**src/core/health_cmd_consts.vh**
```
`ifndef HEALTH_CMD_CONSTS_VH
`define HEALTH_CMD_CONSTS_VH

// register byte offsets
`define OFS_FEATURES 8'h00
`define OFS_COUNT 8'h04
`define OFS_SECTOR 8'h08
`define OFS_CYL_LOW 8'h0C
`define OFS_CYL_HIGH 8'h10
`define OFS_COMMAND 8'h14
`define OFS_ERROR 8'h18
`define OFS_ALT_STATUS 8'h1C
`define OFS_DATA 8'h20
`define OFS_FEATURE_STATE 8'h24
`define OFS_SELFTEST_STATUS 8'h28

// command, subcommands, parameters
`define CMD_HEALTH 8'hB0
`define SUB_READ_VALUES 8'hD0
`define SUB_READ_THRESH 8'hD1
`define SUB_AUTOSAVE 8'hD2
`define SUB_SAVE 8'hD3
`define SUB_OFFLINE 8'hD4
`define SUB_ENABLE 8'hD8
`define SUB_DISABLE 8'hD9
`define SUB_RET_STATUS 8'hDA
`define SUB_AUTO_OFFLINE 8'hDB
`define CNT_OFF 8'h00
`define CNT_AUTOSAVE_ON 8'hF1
`define CNT_AUTO_OFFLINE_ON 8'hF8
`define OP_COLLECT 8'h00
`define OP_SHORT 8'h01
`define OP_EXTENDED 8'h02
`define OP_SELECTIVE 8'h04
`define OP_STOP 8'h7F
`define OP_CAP_SHORT 8'h81
`define OP_CAP_EXTENDED 8'h82
`define OP_CAP_SELECTIVE 8'h84
`define SIG_LOW 8'h4F
`define SIG_HIGH 8'hC2
`define FAIL_LOW 8'hF4
`define FAIL_HIGH 8'h2C

// status and error bits
`define ST_BSY 7
`define ST_RDY 6
`define ST_DSC 4
`define ST_DRQ 3
`define ST_ERR 0
`define ER_ABT 2

// self-test execution status byte
`define STB_PASS 8'h00
`define STB_ABORTED 8'h10
`define STB_FAILED 8'h70
`define STB_RUNNING 8'hF0
`define STB_OFFSET 9'h16B

// transfer and routine lengths in cycles
`define BLOCK_LAST 9'h1FF
`define COLLECT_CYC 32'h000007D0
`define SHORT_CYC 32'h000003E8
`define EXTENDED_CYC 32'h00000FA0
`define SELECTIVE_CYC 32'h00000BB8
`define AUTOSAVE_CYC 32'h00000FA0

`endif

```
**src/core/health_cmd_dispatch.v**
```verilog
// The implementer's own choices: the AXI4-Lite register port and the address map.
`timescale 1ns/1ps
`include "health_cmd_consts.vh"

module health_cmd_dispatch (
    // clock and reset
    input wire CLK_IN,
    input wire RSTN_IN,
    // axi4-lite write address and data
    input wire [7:0] S_AXI_AWADDR_IN,
    input wire S_AXI_AWVALID_IN,
    output reg S_AXI_AWREADY_OUT,
    input wire [31:0] S_AXI_WDATA_IN,
    input wire [3:0] S_AXI_WSTRB_IN,
    input wire S_AXI_WVALID_IN,
    output reg S_AXI_WREADY_OUT,
    // axi4-lite write response
    output reg [1:0] S_AXI_BRESP_OUT,
    output reg S_AXI_BVALID_OUT,
    input wire S_AXI_BREADY_IN,
    // axi4-lite read
    input wire [7:0] S_AXI_ARADDR_IN,
    input wire S_AXI_ARVALID_IN,
    output reg S_AXI_ARREADY_OUT,
    output reg [31:0] S_AXI_RDATA_OUT,
    output reg [1:0] S_AXI_RRESP_OUT,
    output reg S_AXI_RVALID_OUT,
    input wire S_AXI_RREADY_IN,
    // attribute store, same clock
    output reg [8:0] ATTR_ADDR_OUT,
    output reg ATTR_THRESH_SEL_OUT,
    input wire [7:0] ATTR_DATA_IN,
    output reg ATTR_SAVE_OUT,
    input wire POWER_SAVE_REQ_IN,
    // non-volatile settings, same clock, sampled in reset
    input wire NV_HEALTH_EN_IN,
    input wire NV_AUTOSAVE_IN,
    input wire NV_AUTO_OFFLINE_IN,
    output reg HEALTH_EN_OUT,
    output reg AUTOSAVE_OUT,
    output reg AUTO_OFFLINE_OUT,
    // media results, asynchronous pins
    input wire TEST_FAIL_IN,
    input wire THRESH_EXCEEDED_IN,
    // completion
    output reg INTRQ_OUT,
    output reg OFFLINE_ACTIVE_OUT
);

localparam S_IDLE = 5'b00001;
localparam S_BUSY = 5'b00010;
localparam S_XFER = 5'b00100;
localparam S_CAPT = 5'b01000;
localparam S_DONE = 5'b10000;

reg [4:0] state_r;
reg [7:0] feat_r, count_r, sector_r, cyl_lo_r, cyl_hi_r, cmd_r;
reg [7:0] err_r, stb_r;
reg bsy_r, drq_r, errst_r;
reg [31:0] cap_cnt_r, off_cnt_r, save_cnt_r;
reg cap_kind_sel_r;
reg off_run_r, off_susp_r, off_test_r, kill_r, start_pend_r;
reg [31:0] start_len_r;
reg start_test_r;
reg [1:0] sync1_r, sync2_r, sync3_r, filt_r;
reg aw_held_r, w_held_r, rd_pend_r;
reg [7:0] awaddr_r;
reg [31:0] wdata_r;
reg wstrb0_r;

wire [7:0] status_w;
wire wr_fire;
wire cmd_go;
wire data_pop;
wire [7:0] byte_w;

assign status_w = {bsy_r, ~bsy_r, 1'b0, 1'b1, drq_r, 2'b00, errst_r};
assign wr_fire = aw_held_r && w_held_r && !S_AXI_BVALID_OUT;
assign cmd_go = wr_fire && wstrb0_r && awaddr_r == `OFS_COMMAND &&
                state_r == S_IDLE;
assign data_pop = S_AXI_ARVALID_IN && S_AXI_ARREADY_OUT &&
                  S_AXI_ARADDR_IN == `OFS_DATA && drq_r;
assign byte_w = (!ATTR_THRESH_SEL_OUT && ATTR_ADDR_OUT == `STB_OFFSET) ?
                stb_r : ATTR_DATA_IN;

// test result and threshold pins: three flops, accept when last two agree
always @(posedge CLK_IN) begin
    if (!RSTN_IN) begin
        sync1_r <= 2'h0;
        sync2_r <= 2'h0;
        sync3_r <= 2'h0;
        filt_r <= 2'h0;
    end else begin
        sync1_r <= {THRESH_EXCEEDED_IN, TEST_FAIL_IN};
        sync2_r <= sync1_r;
        sync3_r <= sync2_r;
        if (sync2_r[0] == sync3_r[0])
            filt_r[0] <= sync3_r[0];
        if (sync2_r[1] == sync3_r[1])
            filt_r[1] <= sync3_r[1];
    end
end

// axi4-lite slave; address and data taken in either order
always @(posedge CLK_IN) begin
    if (!RSTN_IN) begin
        aw_held_r <= 1'b0;
        w_held_r <= 1'b0;
        awaddr_r <= 8'h00;
        wdata_r <= 32'h00000000;
        wstrb0_r <= 1'b0;
        S_AXI_AWREADY_OUT <= 1'b0;
        S_AXI_WREADY_OUT <= 1'b0;
        S_AXI_BVALID_OUT <= 1'b0;
        S_AXI_BRESP_OUT <= 2'h0;
        S_AXI_ARREADY_OUT <= 1'b0;
        S_AXI_RVALID_OUT <= 1'b0;
        S_AXI_RRESP_OUT <= 2'h0;
        S_AXI_RDATA_OUT <= 32'h00000000;
        rd_pend_r <= 1'b0;
    end else begin
        S_AXI_AWREADY_OUT <= !aw_held_r && !S_AXI_AWREADY_OUT &&
                             !S_AXI_BVALID_OUT;
        S_AXI_WREADY_OUT <= !w_held_r && !S_AXI_WREADY_OUT &&
                            !S_AXI_BVALID_OUT;
        if (S_AXI_AWVALID_IN && S_AXI_AWREADY_OUT) begin
            aw_held_r <= 1'b1;
            awaddr_r <= S_AXI_AWADDR_IN;
            S_AXI_AWREADY_OUT <= 1'b0;
        end
        if (S_AXI_WVALID_IN && S_AXI_WREADY_OUT) begin
            w_held_r <= 1'b1;
            wdata_r <= S_AXI_WDATA_IN;
            wstrb0_r <= S_AXI_WSTRB_IN[0];
            S_AXI_WREADY_OUT <= 1'b0;
        end
        if (wr_fire) begin
            aw_held_r <= 1'b0;
            w_held_r <= 1'b0;
            S_AXI_BVALID_OUT <= 1'b1;
            S_AXI_BRESP_OUT <= (awaddr_r <= `OFS_COMMAND &&
                                awaddr_r[1:0] == 2'b00) ? 2'h0 : 2'h2;
        end else if (S_AXI_BVALID_OUT && S_AXI_BREADY_IN) begin
            S_AXI_BVALID_OUT <= 1'b0;
        end
        S_AXI_ARREADY_OUT <= !rd_pend_r && !S_AXI_ARREADY_OUT;
        if (S_AXI_ARVALID_IN && S_AXI_ARREADY_OUT) begin
            S_AXI_ARREADY_OUT <= 1'b0;
            rd_pend_r <= 1'b1;
            S_AXI_RVALID_OUT <= 1'b1;
            S_AXI_RRESP_OUT <= 2'h0;
            case (S_AXI_ARADDR_IN)
                `OFS_FEATURES: S_AXI_RDATA_OUT <= {24'h0, feat_r};
                `OFS_COUNT: S_AXI_RDATA_OUT <= {24'h0, count_r};
                `OFS_SECTOR: S_AXI_RDATA_OUT <= {24'h0, sector_r};
                `OFS_CYL_LOW: S_AXI_RDATA_OUT <= {24'h0, cyl_lo_r};
                `OFS_CYL_HIGH: S_AXI_RDATA_OUT <= {24'h0, cyl_hi_r};
                `OFS_COMMAND: S_AXI_RDATA_OUT <= {24'h0, status_w};
                `OFS_ALT_STATUS: S_AXI_RDATA_OUT <= {24'h0, status_w};
                `OFS_ERROR: S_AXI_RDATA_OUT <= {24'h0, err_r};
                `OFS_DATA:
                    S_AXI_RDATA_OUT <= {24'h0, drq_r ? byte_w : 8'h00};
                `OFS_FEATURE_STATE:
                    S_AXI_RDATA_OUT <= {28'h0, off_run_r, AUTO_OFFLINE_OUT,
                                        AUTOSAVE_OUT, HEALTH_EN_OUT};
                `OFS_SELFTEST_STATUS: S_AXI_RDATA_OUT <= {24'h0, stb_r};
                default: begin
                    S_AXI_RDATA_OUT <= 32'h00000000;
                    S_AXI_RRESP_OUT <= 2'h2;
                end
            endcase
        end else if (S_AXI_RVALID_OUT && S_AXI_RREADY_IN) begin
            S_AXI_RVALID_OUT <= 1'b0;
            rd_pend_r <= 1'b0;
        end
    end
end

// command engine
always @(posedge CLK_IN) begin
    if (!RSTN_IN) begin
        state_r <= S_IDLE;
        feat_r <= 8'h00;
        count_r <= 8'h00;
        sector_r <= 8'h00;
        cyl_lo_r <= 8'h00;
        cyl_hi_r <= 8'h00;
        cmd_r <= 8'h00;
        err_r <= 8'h00;
        stb_r <= `STB_PASS;
        bsy_r <= 1'b0;
        drq_r <= 1'b0;
        errst_r <= 1'b0;
        INTRQ_OUT <= 1'b0;
        ATTR_ADDR_OUT <= 9'h000;
        ATTR_THRESH_SEL_OUT <= 1'b0;
        ATTR_SAVE_OUT <= 1'b0;
        // settings come back from the non-volatile copy
        HEALTH_EN_OUT <= NV_HEALTH_EN_IN;
        AUTOSAVE_OUT <= NV_AUTOSAVE_IN;
        AUTO_OFFLINE_OUT <= NV_AUTO_OFFLINE_IN;
        cap_cnt_r <= 32'h0;
        cap_kind_sel_r <= 1'b0;
        off_cnt_r <= 32'h0;
        save_cnt_r <= 32'h0;
        off_run_r <= 1'b0;
        off_susp_r <= 1'b0;
        off_test_r <= 1'b0;
        kill_r <= 1'b0;
        start_pend_r <= 1'b0;
        start_len_r <= 32'h0;
        start_test_r <= 1'b0;
        OFFLINE_ACTIVE_OUT <= 1'b0;
    end else begin
        ATTR_SAVE_OUT <= 1'b0;
        OFFLINE_ACTIVE_OUT <= off_run_r && !off_susp_r;
        // periodic autosave; power events save regardless
        if (AUTOSAVE_OUT && HEALTH_EN_OUT && save_cnt_r != 32'h0)
            save_cnt_r <= save_cnt_r - 32'h1;
        else
            save_cnt_r <= `AUTOSAVE_CYC;
        if ((AUTOSAVE_OUT && HEALTH_EN_OUT && save_cnt_r == 32'h0) ||
            POWER_SAVE_REQ_IN)
            ATTR_SAVE_OUT <= 1'b1;
        // taskfile writes are ignored while a command is in progress
        if (wr_fire && wstrb0_r && state_r == S_IDLE) begin
            case (awaddr_r)
                `OFS_FEATURES: feat_r <= wdata_r[7:0];
                `OFS_COUNT: count_r <= wdata_r[7:0];
                `OFS_SECTOR: sector_r <= wdata_r[7:0];
                `OFS_CYL_LOW: cyl_lo_r <= wdata_r[7:0];
                `OFS_CYL_HIGH: cyl_hi_r <= wdata_r[7:0];
                default: begin
                end
            endcase
        end
        // status read acknowledges the interrupt; a new one wins
        if (S_AXI_ARVALID_IN && S_AXI_ARREADY_OUT &&
            S_AXI_ARADDR_IN == `OFS_COMMAND)
            INTRQ_OUT <= 1'b0;
        // off-line routine progress
        if (off_run_r && !off_susp_r) begin
            if (off_cnt_r == 32'h0) begin
                off_run_r <= 1'b0;
                if (off_test_r)
                    stb_r <= filt_r[0] ? `STB_FAILED : `STB_PASS;
            end else begin
                off_cnt_r <= off_cnt_r - 32'h1;
            end
        end
        case (state_r)
            S_IDLE: begin
                if (cmd_go) begin
                    cmd_r <= wdata_r[7:0];
                    bsy_r <= 1'b1;
                    errst_r <= 1'b0;
                    err_r <= 8'h00;
                    kill_r <= 1'b0;
                    off_susp_r <= off_run_r;
                    state_r <= S_BUSY;
                end
            end
            S_BUSY: begin
                bsy_r <= 1'b0;
                state_r <= S_DONE;
                if (cmd_r != `CMD_HEALTH || cyl_lo_r != `SIG_LOW ||
                    cyl_hi_r != `SIG_HIGH ||
                    (!HEALTH_EN_OUT && feat_r != `SUB_ENABLE)) begin
                    errst_r <= 1'b1;
                    err_r[`ER_ABT] <= 1'b1;
                end else begin
                    case (feat_r)
                        `SUB_READ_VALUES, `SUB_READ_THRESH: begin
                            ATTR_THRESH_SEL_OUT <= feat_r[0];
                            ATTR_ADDR_OUT <= 9'h000;
                            drq_r <= 1'b1;
                            state_r <= S_XFER;
                        end
                        `SUB_AUTOSAVE: begin
                            if (count_r == `CNT_OFF)
                                AUTOSAVE_OUT <= 1'b0;
                            else if (count_r == `CNT_AUTOSAVE_ON)
                                AUTOSAVE_OUT <= 1'b1;
                            else begin
                                errst_r <= 1'b1;
                                err_r[`ER_ABT] <= 1'b1;
                            end
                        end
                        `SUB_SAVE: ATTR_SAVE_OUT <= 1'b1;
                        `SUB_OFFLINE: begin
                            kill_r <= 1'b1;
                            case (sector_r)
                                `OP_COLLECT, `OP_SHORT, `OP_EXTENDED,
                                `OP_SELECTIVE: begin
                                    start_pend_r <= 1'b1;
                                    start_test_r <= sector_r != `OP_COLLECT;
                                    start_len_r <=
                                        sector_r == `OP_COLLECT ?
                                        `COLLECT_CYC :
                                        sector_r == `OP_SHORT ? `SHORT_CYC :
                                        sector_r == `OP_EXTENDED ?
                                        `EXTENDED_CYC : `SELECTIVE_CYC;
                                end
                                `OP_STOP: begin
                                end
                                `OP_CAP_SHORT, `OP_CAP_EXTENDED,
                                `OP_CAP_SELECTIVE: begin
                                    bsy_r <= 1'b1;
                                    stb_r <= `STB_RUNNING;
                                    cap_kind_sel_r <= 1'b1;
                                    cap_cnt_r <=
                                        sector_r == `OP_CAP_SHORT ?
                                        `SHORT_CYC :
                                        sector_r == `OP_CAP_EXTENDED ?
                                        `EXTENDED_CYC : `SELECTIVE_CYC;
                                    state_r <= S_CAPT;
                                end
                                default: begin
                                    kill_r <= 1'b0;
                                    errst_r <= 1'b1;
                                    err_r[`ER_ABT] <= 1'b1;
                                end
                            endcase
                        end
                        `SUB_ENABLE: begin
                            HEALTH_EN_OUT <= 1'b1;
                            ATTR_SAVE_OUT <= 1'b1;
                        end
                        `SUB_DISABLE: begin
                            HEALTH_EN_OUT <= 1'b0;
                            AUTOSAVE_OUT <= 1'b0;
                            ATTR_SAVE_OUT <= 1'b1;
                            kill_r <= 1'b1;
                        end
                        `SUB_RET_STATUS: begin
                            cyl_lo_r <= filt_r[1] ? `FAIL_LOW : `SIG_LOW;
                            cyl_hi_r <= filt_r[1] ? `FAIL_HIGH : `SIG_HIGH;
                        end
                        `SUB_AUTO_OFFLINE: begin
                            if (count_r == `CNT_OFF)
                                AUTO_OFFLINE_OUT <= 1'b0;
                            else if (count_r == `CNT_AUTO_OFFLINE_ON)
                                AUTO_OFFLINE_OUT <= 1'b1;
                            else begin
                                errst_r <= 1'b1;
                                err_r[`ER_ABT] <= 1'b1;
                            end
                        end
                        default: begin
                            errst_r <= 1'b1;
                            err_r[`ER_ABT] <= 1'b1;
                        end
                    endcase
                end
            end
            S_XFER: begin
                if (data_pop) begin
                    ATTR_ADDR_OUT <= ATTR_ADDR_OUT + 9'h001;
                    if (ATTR_ADDR_OUT == `BLOCK_LAST) begin
                        drq_r <= 1'b0;
                        state_r <= S_DONE;
                    end
                end
            end
            S_CAPT: begin
                // busy holds for the whole captive run
                if (cap_cnt_r == 32'h0) begin
                    bsy_r <= 1'b0;
                    cap_kind_sel_r <= 1'b0;
                    state_r <= S_DONE;
                    if (filt_r[0]) begin
                        stb_r <= `STB_FAILED;
                        errst_r <= 1'b1;
                        err_r[`ER_ABT] <= 1'b1;
                        cyl_lo_r <= `FAIL_LOW;
                        cyl_hi_r <= `FAIL_HIGH;
                    end else begin
                        stb_r <= `STB_PASS;
                    end
                end else begin
                    cap_cnt_r <= cap_cnt_r - 32'h1;
                end
            end
            S_DONE: begin
                // completion first, routine afterwards
                INTRQ_OUT <= 1'b1;
                state_r <= S_IDLE;
                off_susp_r <= 1'b0;
                if (off_susp_r && kill_r) begin
                    off_run_r <= 1'b0;
                    if (off_test_r)
                        stb_r <= `STB_ABORTED;
                end
                if (start_pend_r) begin
                    start_pend_r <= 1'b0;
                    off_run_r <= 1'b1;
                    off_cnt_r <= start_len_r;
                    off_test_r <= start_test_r;
                    if (start_test_r)
                        stb_r <= `STB_RUNNING;
                end
            end
            default: state_r <= S_IDLE;
        endcase
    end
end

endmodule // health_cmd_dispatch

```
**config.mk**
```make
export PLATFORM = sky130hd
export DESIGN_NAME = health_cmd_dispatch
export DESIGN_NICKNAME = d
export VERILOG_FILES = /design/src/core/health_cmd_dispatch.v
export VERILOG_INCLUDE_DIRS = /design/src /design/src/core
export SDC_FILE = /design/constraint.sdc
export NUM_CORES = 1
export LEC_CHECK = 0
export BUFFER_PORTS_ARGS = -buffer_cell sky130_fd_sc_hd__clkbuf_2
export CORE_MARGIN = 3
export CORE_UTILIZATION = 40
export DETAILED_ROUTE_END_ITERATION = 6
export GPL_TIMING_DRIVEN = 0
export PLACE_DENSITY = 0.57
export SYNTH_ARGS = -nofsm -noshare
export SYNTH_HDL_FRONTEND = slang
export SYNTH_SLANG_ARGS = --single-unit
```
**constraint.sdc**
```tcl
create_clock -name CLK_IN -period 2.55 [get_ports CLK_IN]
set_input_delay 0.255 -clock CLK_IN [delete_from_list [all_inputs] [get_ports CLK_IN]]
set_output_delay 0.255 -clock CLK_IN [all_outputs]
set_load 0.03 [all_outputs]
```
==> flow_summary.rst, run 1 <==
.. list-table::
   :header-rows: 1

   * - Metric
     - Value
   * - Run status
     - complete, but fails checks
   * - Violated checks
     - setup timing
   * - Number of setup violations in the final report
     - 40
   * - Warnings from Yosys
     - 0
   * - Pin count of the biggest net entering global routing
     - 14
   * - Initial cell density of the core
     - 40.8%
   * - Count of clock tree sinks
     - 230
   * - Total power
     - 8.10 mW
   * - Utilization after layout
     - 51.1%
   * - Commonest register cell after synthesis
     - dfxtp_1
   * - Global-route wire length before repair
     - 51.6 mm
   * - Maximum clock frequency
     - 0.380 GHz
   * - Minimum period implied by the final worst setup slack
     - 2.63 ns
   * - Final routed DRC violation total
     - 0
   * - Net count reported at finish
     - 1571
   * - Hold Path Sink
     - AUTOSAVE_OUT
   * - Final Wtd Congestion
     - 0.900
   * - Drt wl/cell
     - 17.9 um
   * - Max-cap viol count
     - 0
   * - Fraction of synthesis flops using an asynchronous set or reset pin
     - 0%
   * - Total instance count after detailed placement
     - 1759
   * - Clock buffer depth
     - 3
   * - Number of buffers inserted during clock tree synthesis
     - 27
   * - Arrival time of data at the critical path endpoint
     - 3.05 ns
   * - Number of inserted filler cells in the final layout
     - 2599
   * - Number of nets with antenna violations after detailed routing
     - 0
   * - Worst hold-check slack
     - 0.0307 ns
   * - Width of the chip
     - 172 um
   * - Floorplan die area
     - 29600 um2
   * - Setup TNS
     - -1.57 ns
   * - Net switching share of the total power
     - 23.8%
   * - Slowest-stage cell, CP
     - or4_4
   * - Cell count after synthesis
     - 1318
   * - Total Wirelength
     - 33.2 mm
   * - Library cell appearing most often on the critical path
     - or4_4
   * - Mean post-synth cell area
     - 8.36 um2
   * - Via count of the routed design
     - 10200
   * - Post-route setup slack
     - -0.0811 ns
   * - Multi-input gate area in the final layout
     - 6410 um2
   * - Count of standard-cell rows
     - 60
   * - Count of cells along the worst register-to-register path
     - 7
   * - Levels on crit path
     - 7
   * - Synthesized flop and latch total
     - 230
   * - FF-to-FF Start
     - save_cnt_r[21]
   * - Peak ir drop on the vdd network
     - 630 uV
   * - Setup skew after layout
     - 0.0187 ns
   * - Portion of total power attributed to the clock network
     - 47.0%
   * - Cell-by-cell trace of the critical path
     - or4_4 > or4b_4 > or4_4 > o311a_4 > nand2_8 > clkbuf_16 > nor2_2
   * - Largest fanout of any net on the critical path
     - 6
   * - Power share of the combinational group
     - 7.1%
   * - Capture instance of the worst register-to-register path
     - save_cnt_r[13]
   * - Total grt overflow
     - 0
   * - Number of pins with negative max-slew slack in the final report
     - 0
   * - Final period util
     - 103%
   * - Share of cells above drive strength 1
     - 19.0%
   * - Final number of hold-violating endpoints
     - 0
   * - Power density relative to cell area
     - 586 nW/um2
   * - Number of buffers and inverters on the critical path
     - 1
   * - Number of antenna violations at the first check in global routing
     - 0
   * - Count of inserted antenna diode cells
     - 0
   * - Share of total power in sequential cells
     - 45.9%
   * - Number of library cell types mapped by synthesis
     - 82
   * - Per-cell via count in the routed design
     - 5.52
   * - Core box area
     - 27000 um2
   * - WS Path Type
     - reg2reg
   * - Post-Synthesis Cell Area
     - 11000 um2
   * - Unrepaired setup endpoints after global routing
     - yes
   * - Number of cells traversed by the worst hold path
     - 2
   * - Most used cells in the layout excluding fill and tap cells
     - dfxtp_1, nand2_1, nor2_1
   * - Number of placed I/O pins
     - 130
   * - First DRT Iteration DRCs
     - 781
   * - Post-synth EDFFs
     - 3
   * - H-tree Lvls
     - 1
   * - Critical Path Max Stage Delay
     - 0.54 ns
   * - Layout overhead on the synthesized area
     - 25.3%
   * - Die span in y
     - 172 um
   * - Standby leakage power
     - 5.23 nW
   * - Crit path max-delay family
     - simple AND/OR/NAND/NOR gates
   * - Slew at the pin closest to its max-slew limit
     - 1.19 ns
   * - Count of port buffers added during placement
     - 75
   * - Root Driver
     - clkbuf_16
   * - Startpoint of the worst hold path
     - NV_AUTOSAVE_IN
   * - Max-Slew Margin vs Limit
     - 19.8%
   * - Detailed-router iteration count before antenna repair
     - 5
   * - Post-detailed-placement half-perimeter wirelength
     - 23.8 mm
   * - Register area
     - 4640 um2
   * - Slack of the worst reg-to-reg path
     - -0.08 ns
   * - Clock Pin Slew Worst Setup and Hold Paths
     - 0.06 ns
   * - Final cell count without fillers
     - 1853
   * - CTS tree
     - yes
   * - Number of global-route vias before repair
     - 9384
   * - Kind of start point of the critical path
     - flop
   * - Worst min-delay path class
     - in2reg
   * - Internal portion of total power
     - 6.17 mW
   * - Required arrival time at the worst endpoint
     - 2.97 ns
   * - Sequential-to-total area share from yosys stat
     - 42.0%
   * - Later-pin clock latency in the skew report
     - 0.54 ns
   * - Most common cell after layout, fill and taps aside
     - dfxtp_1
   * - Nature of the critical path endpoint
     - flop
   * - Total global routing track utilization
     - 21.7%
   * - NetSw
     - 1.93 mW
-- stage by stage --
step | setup slack, ns | area [um2]
6_report | -0.0811 | 13800
3_5_place_dp | -0.831 | 11900
2_1_floorplan | -0.0159 | 11100
3_3_place_gp | -0.775 | 11900
5_1_grt | -0.153 | 13800
4_1_cts | -0.0747 | 13300
-- kinds of logic (layout without fill, tap and decap cells) --
group / after synthesis / count (layout) / synth area share, %
simple gates: 588 / 589 / 27.5
compound gates: 268 / 269 / 14.8
flops: 230 / 230 / 42.0
buf+inv: 103 / 270 / 4.78
xor+xnor: 82 / 82 / 6.52
mux: 39 / 39 / 3.56
fa+ha+maj: 7 / 7 / 0.772
other cells: 1 / 26 / 0.0340
-- Yosys cell counts, types with 5 or more instances --
cell	count	area, um2
dfxtp_1	227	4540
nand2_1	151	567
nor2_1	151	567
a21oi_1	121	606
nor3_1	56	280
o21ai_0	56	280
xnor2_1	54	473
clkbuf_1	48	180
nand3_1	41	205
mux2i_1	37	370
nor4_1	29	181
or4_1	29	218
xor2_1	28	245
buf_4	27	203
or3_1	17	106
inv_1	16	60.1
and2_1	15	93.8
nand2b_1	14	87.6
nand4_1	14	87.6
o22ai_1	11	68.8
and3_1	10	62.6
a22o_1	9	78.8
a31oi_1	9	56.3
nor4b_1	8	70.1
nand3b_1	7	52.6
o31ai_1	7	52.6
a22oi_1	6	45.0
ha_1	6	75.1
nor3b_1	6	45.0
a211oi_1	5	37.5
buf_2	5	25.0
-- power by group through the flow --
stage	clock, mW	combinational [mW]	sequential, mW
6_report	3.80	0.578	3.71
5_1_grt	4.03	0.628	3.72
4_1_cts	3.89	0.545	3.71
3_5_place_dp	0	0.509	3.79
3_3_place_gp	0	0.507	3.79
2_1_floorplan	0	0.332	3.79
-- final cells by class --
class | instances | area share, %
Clock inverter | 7 | 0.498
Inverter | 17 | 0.462
Sequential cell | 230 | 33.6
Tap cell | 341 | 3.09
Buffer | 77 | 3.48
Clock buffer | 42 | 5.95
Multi-Input combinational cell | 1012 | 46.4
Timing Repair Buffer | 127 | 6.51
-- how the worst max path moves through the flow --
stage,from,endpoint,slack (ns)
after floorplan,off_cnt_r[0],off_cnt_r[19],-0.02
after global routing,cap_cnt_r[9],bsy_r,-0.15
after detailed placement,feat_r[3],cap_cnt_r[12],-0.83
final,save_cnt_r[21],save_cnt_r[13],-0.08
after global placement,feat_r[3],cap_cnt_r[2],-0.77
after CTS,save_cnt_r[21],save_cnt_r[14],-0.07
-- timing repair --
| action | in CTS | in global routing |
|---|---|---|
| setup endpoints to repair | 145 | 159 |
| resized for setup | 53 | 72 |
| hold buffers | 21 | 0 |
| pin swaps | 12 | 37 |
| buffers inserted | 12 | 14 |
| cloned | 2 | 5 |
| endpoints found under the hold margin | 21 | 0 |
-- per-layer routing --
layer | part of all wire, % | GRT usage (%) | vias to the layer above
met3 | 5.5 | 2.99 | 56
met4 | 2.5 | 5.66 | 0
met5 | 0 | 0 | -
met2 | 46 | 35.0 | 312
met1 | 46 | 30.6 | 4823
li1 | - | - | 5037
-- sequential cells by signal, summed over array words and instances, names as in the netlist, 7 cells and up --
register and flops:
feat_r 8, wdata_r 8, awaddr_r 8, ATTR_ADDR_OUT 9
save_cnt_r 32, stb_r 8, start_len_r 7, sector_r 8
off_cnt_r 32, count_r 8, S_AXI_RDATA_OUT 8, cyl_hi_r 8
cmd_r 8, cyl_lo_r 8, cap_cnt_r 32
Power figures use the tool's default switching activity.
==> run 2, diff against run 1 <==
clock period = 2.25 ns   (was 2.55 ns; I/O delays follow)
==> flow_summary.rst, run 2 (same netlist as run 1, synthesis figures left out) <==
.. list-table::
   :header-rows: 1

   * - Metric
     - Value
   * - CTS tree
     - yes
   * - Summed area of non-filler cells in the final layout
     - 15300 um2 (+11%)
   * - Slew at the pin closest to its max-slew limit
     - 1.33 ns (+0.141 ns)
   * - Number of setup violations in the final report
     - 125 (+210%)
   * - WS Path Type
     - reg2reg
   * - Post-place instance area
     - 12200 um2 (+2.4%)
   * - Arrival time of data at the critical path endpoint
     - 3.04 ns (about the same)
   * - Max-Slew Margin vs Limit
     - 9.86% (-9.9 points)
   * - Worst slack at placement
     - -1.25 ns (-0.419 ns)
   * - Detailed-router iteration count before antenna repair
     - 5 (unchanged)
   * - Die span in y
     - 172 um (unchanged)
   * - Total instance count after detailed placement
     - 1759 (unchanged)
   * - Width of the chip
     - 172 um (unchanged)
   * - Clock buffer depth
     - 3 (unchanged)
   * - Required arrival time at the worst endpoint
     - 2.69 ns (-0.28 ns)
   * - Slowest-stage cell, CP
     - or4_4
   * - Clock Pin Slew Worst Setup and Hold Paths
     - 0.06 ns (about the same)
   * - Cell-by-cell trace of the critical path
     - or4_4 > or4b_4 > or4_4 > o311a_4 > nand2_8 > buf_12 > nor2_1
   * - Most common cell after layout, fill and taps aside
     - dfxtp_1
   * - Unrepaired setup endpoints after global routing
     - yes
   * - Most used cells in the layout excluding fill and tap cells
     - dfxtp_1, nor2_1, nand2_1
   * - Count of port buffers added during placement
     - 75 (unchanged)
   * - Post-route setup slack
     - -0.349 ns (-0.268 ns)
   * - Post-detailed-placement half-perimeter wirelength
     - 24.2 mm (+1.5%)
   * - Layout overhead on the synthesized area
     - 39.0%
   * - Multi-input gate area in the final layout
     - 7120 um2 (+11%)
   * - Pin count of the biggest net entering global routing
     - 14 (unchanged)
   * - Final number of hold-violating endpoints
     - 0 (unchanged)
   * - Total power
     - 9.38 mW (+16%)
   * - Critical Path Max Stage Delay
     - 0.54 ns (about the same)
   * - Count of standard-cell rows
     - 60 (unchanged)
   * - Share of cells above drive strength 1
     - 31.7% (+13 points)
   * - Number of buffers and inverters on the critical path
     - 1 (unchanged)
   * - Largest fanout of any net on the critical path
     - 10 (+4)
   * - Setup TNS
     - -23.44 ns (-21.87 ns)
   * - Drt wl/cell
     - 18.6 um (+3.6%)
   * - Global-route wire length before repair
     - 55.1 mm (+6.8%)
   * - Nature of the critical path endpoint
     - flop
   * - Total global routing track utilization
     - 23.2% (+1.5 points)
   * - Run status
     - complete, but fails checks
   * - Per-cell via count in the routed design
     - 5.57 (+0.83%)
   * - Total grt overflow
     - 0 (unchanged)
   * - Later-pin clock latency in the skew report
     - 0.55 ns (about the same)
   * - Setup skew after layout
     - 0.0314 ns (+0.0127 ns)
   * - Registers with the highest flip-flop counts
     - cap_cnt_r x32, off_cnt_r x32, save_cnt_r x32
   * - Number of pins with negative max-slew slack in the final report
     - 0 (unchanged)
   * - Number of buffers inserted during clock tree synthesis
     - 27 (unchanged)
   * - Via count of the routed design
     - 10700 (+5.0%)
   * - Register area
     - 4680 um2 (+0.94%)
   * - Library cell appearing most often on the critical path
     - or4_4
   * - Count of inserted antenna diode cells
     - 0 (unchanged)
   * - H-tree Lvls
     - 1 (unchanged)
   * - Count of clock tree sinks
     - 230 (unchanged)
   * - Core box area
     - 27000 um2 (unchanged)
   * - Maximum clock frequency
     - 0.385 GHz (+1.2%)
   * - Minimum period implied by the final worst setup slack
     - 2.60 ns (-0.0324 ns)
   * - Utilization after layout
     - 56.7% (+5.6 points)
   * - Worst min-delay path class
     - in2reg
   * - Number of placed I/O pins
     - 130 (unchanged)
   * - First DRT Iteration DRCs
     - 706 (-9.6%)
   * - Violated checks
     - setup timing
   * - Final period util
     - 115% (+12 points)
   * - Number of global-route vias before repair
     - 10000 (+6.9%)
   * - Worst hold-check slack
     - 0.0279 ns (-0.00279 ns)
   * - Max-cap viol count
     - 0 (unchanged)
   * - Kind of start point of the critical path
     - flop
   * - Floorplan die area
     - 29600 um2 (unchanged)
   * - Peak ir drop on the vdd network
     - 522 uV (-17%)
   * - Final routed DRC violation total
     - 0 (unchanged)
   * - Total Wirelength
     - 35.8 mm (+7.8%)
   * - Initial cell density of the core
     - 40.8% (unchanged)
   * - Final cell count without fillers
     - 1929 (+4.1%)
   * - Net count reported at finish
     - 1648 (+4.9%)
   * - Standby leakage power
     - 5.90 nW (+13%)
   * - Number of nets with antenna violations after detailed routing
     - 0 (unchanged)
   * - Power density relative to cell area
     - 612 nW/um2 (+4.5%)
   * - Number of antenna violations at the first check in global routing
     - 0 (unchanged)
   * - Root Driver
     - clkbuf_16
   * - Final Wtd Congestion
     - 0.870 (-3.4%)
   * - Crit path max-delay family
     - simple AND/OR/NAND/NOR gates
   * - Number of inserted filler cells in the final layout
     - 2434 (-6.3%)
-- run 2: final timing paths --
check	cells past startpoint	start	endpoint	slack, ns
max	7	save_cnt_r[21]	save_cnt_r[26]	-0.35
min	2	NV_AUTOSAVE_IN	AUTOSAVE_OUT	0.03
max reg2reg	7	save_cnt_r[21]	save_cnt_r[26]	-0.35
min reg2reg	1	sync1_r[0]	sync2_r[0]	0.43
-- run 2: area by class of cell --
type / instances / area share, %
clock buffer: 37 / 5.19
buffer: 77 / 3.37
sequential: 230 / 30.6
clock inverter: 11 / 0.776
inverter: 17 / 0.417
tap: 341 / 2.79
timing repair buffer: 204 / 10.4
multi-input combinational: 1012 / 46.5
-- run 2: repair_timing --
| item | CTS | global route |
|---|---|---|
| hold buffers | 24 | 0 |
| gates cloned | 8 | 0 |
| buffers inserted | 62 | 39 |
| resized for setup | 171 | 117 |
| endpoints found under the hold margin | 24 | 0 |
| endpoints found under the setup margin | 191 | 177 |
| pin swaps | 73 | 84 |
-- run 2: report_power, final --
part           total, mW  leakage, nW  internal, mW  switching [mW]
logic              0.689         3.57         0.262           0.427
registers           4.21         1.88          4.13          0.0809
clock network       4.48        0.453          2.69            1.78
-- run 2: metal layers --
metal | part of all wire (%) | GRT usage [%] | vias to the layer above
met5 | 0 | 0 | -
met4 | 3.3 | 8.02 | 0
met3 | 6.0 | 2.97 | 73
met2 | 46 | 37.6 | 331
met1 | 44 | 32.0 | 5128
li1 | - | - | 5204
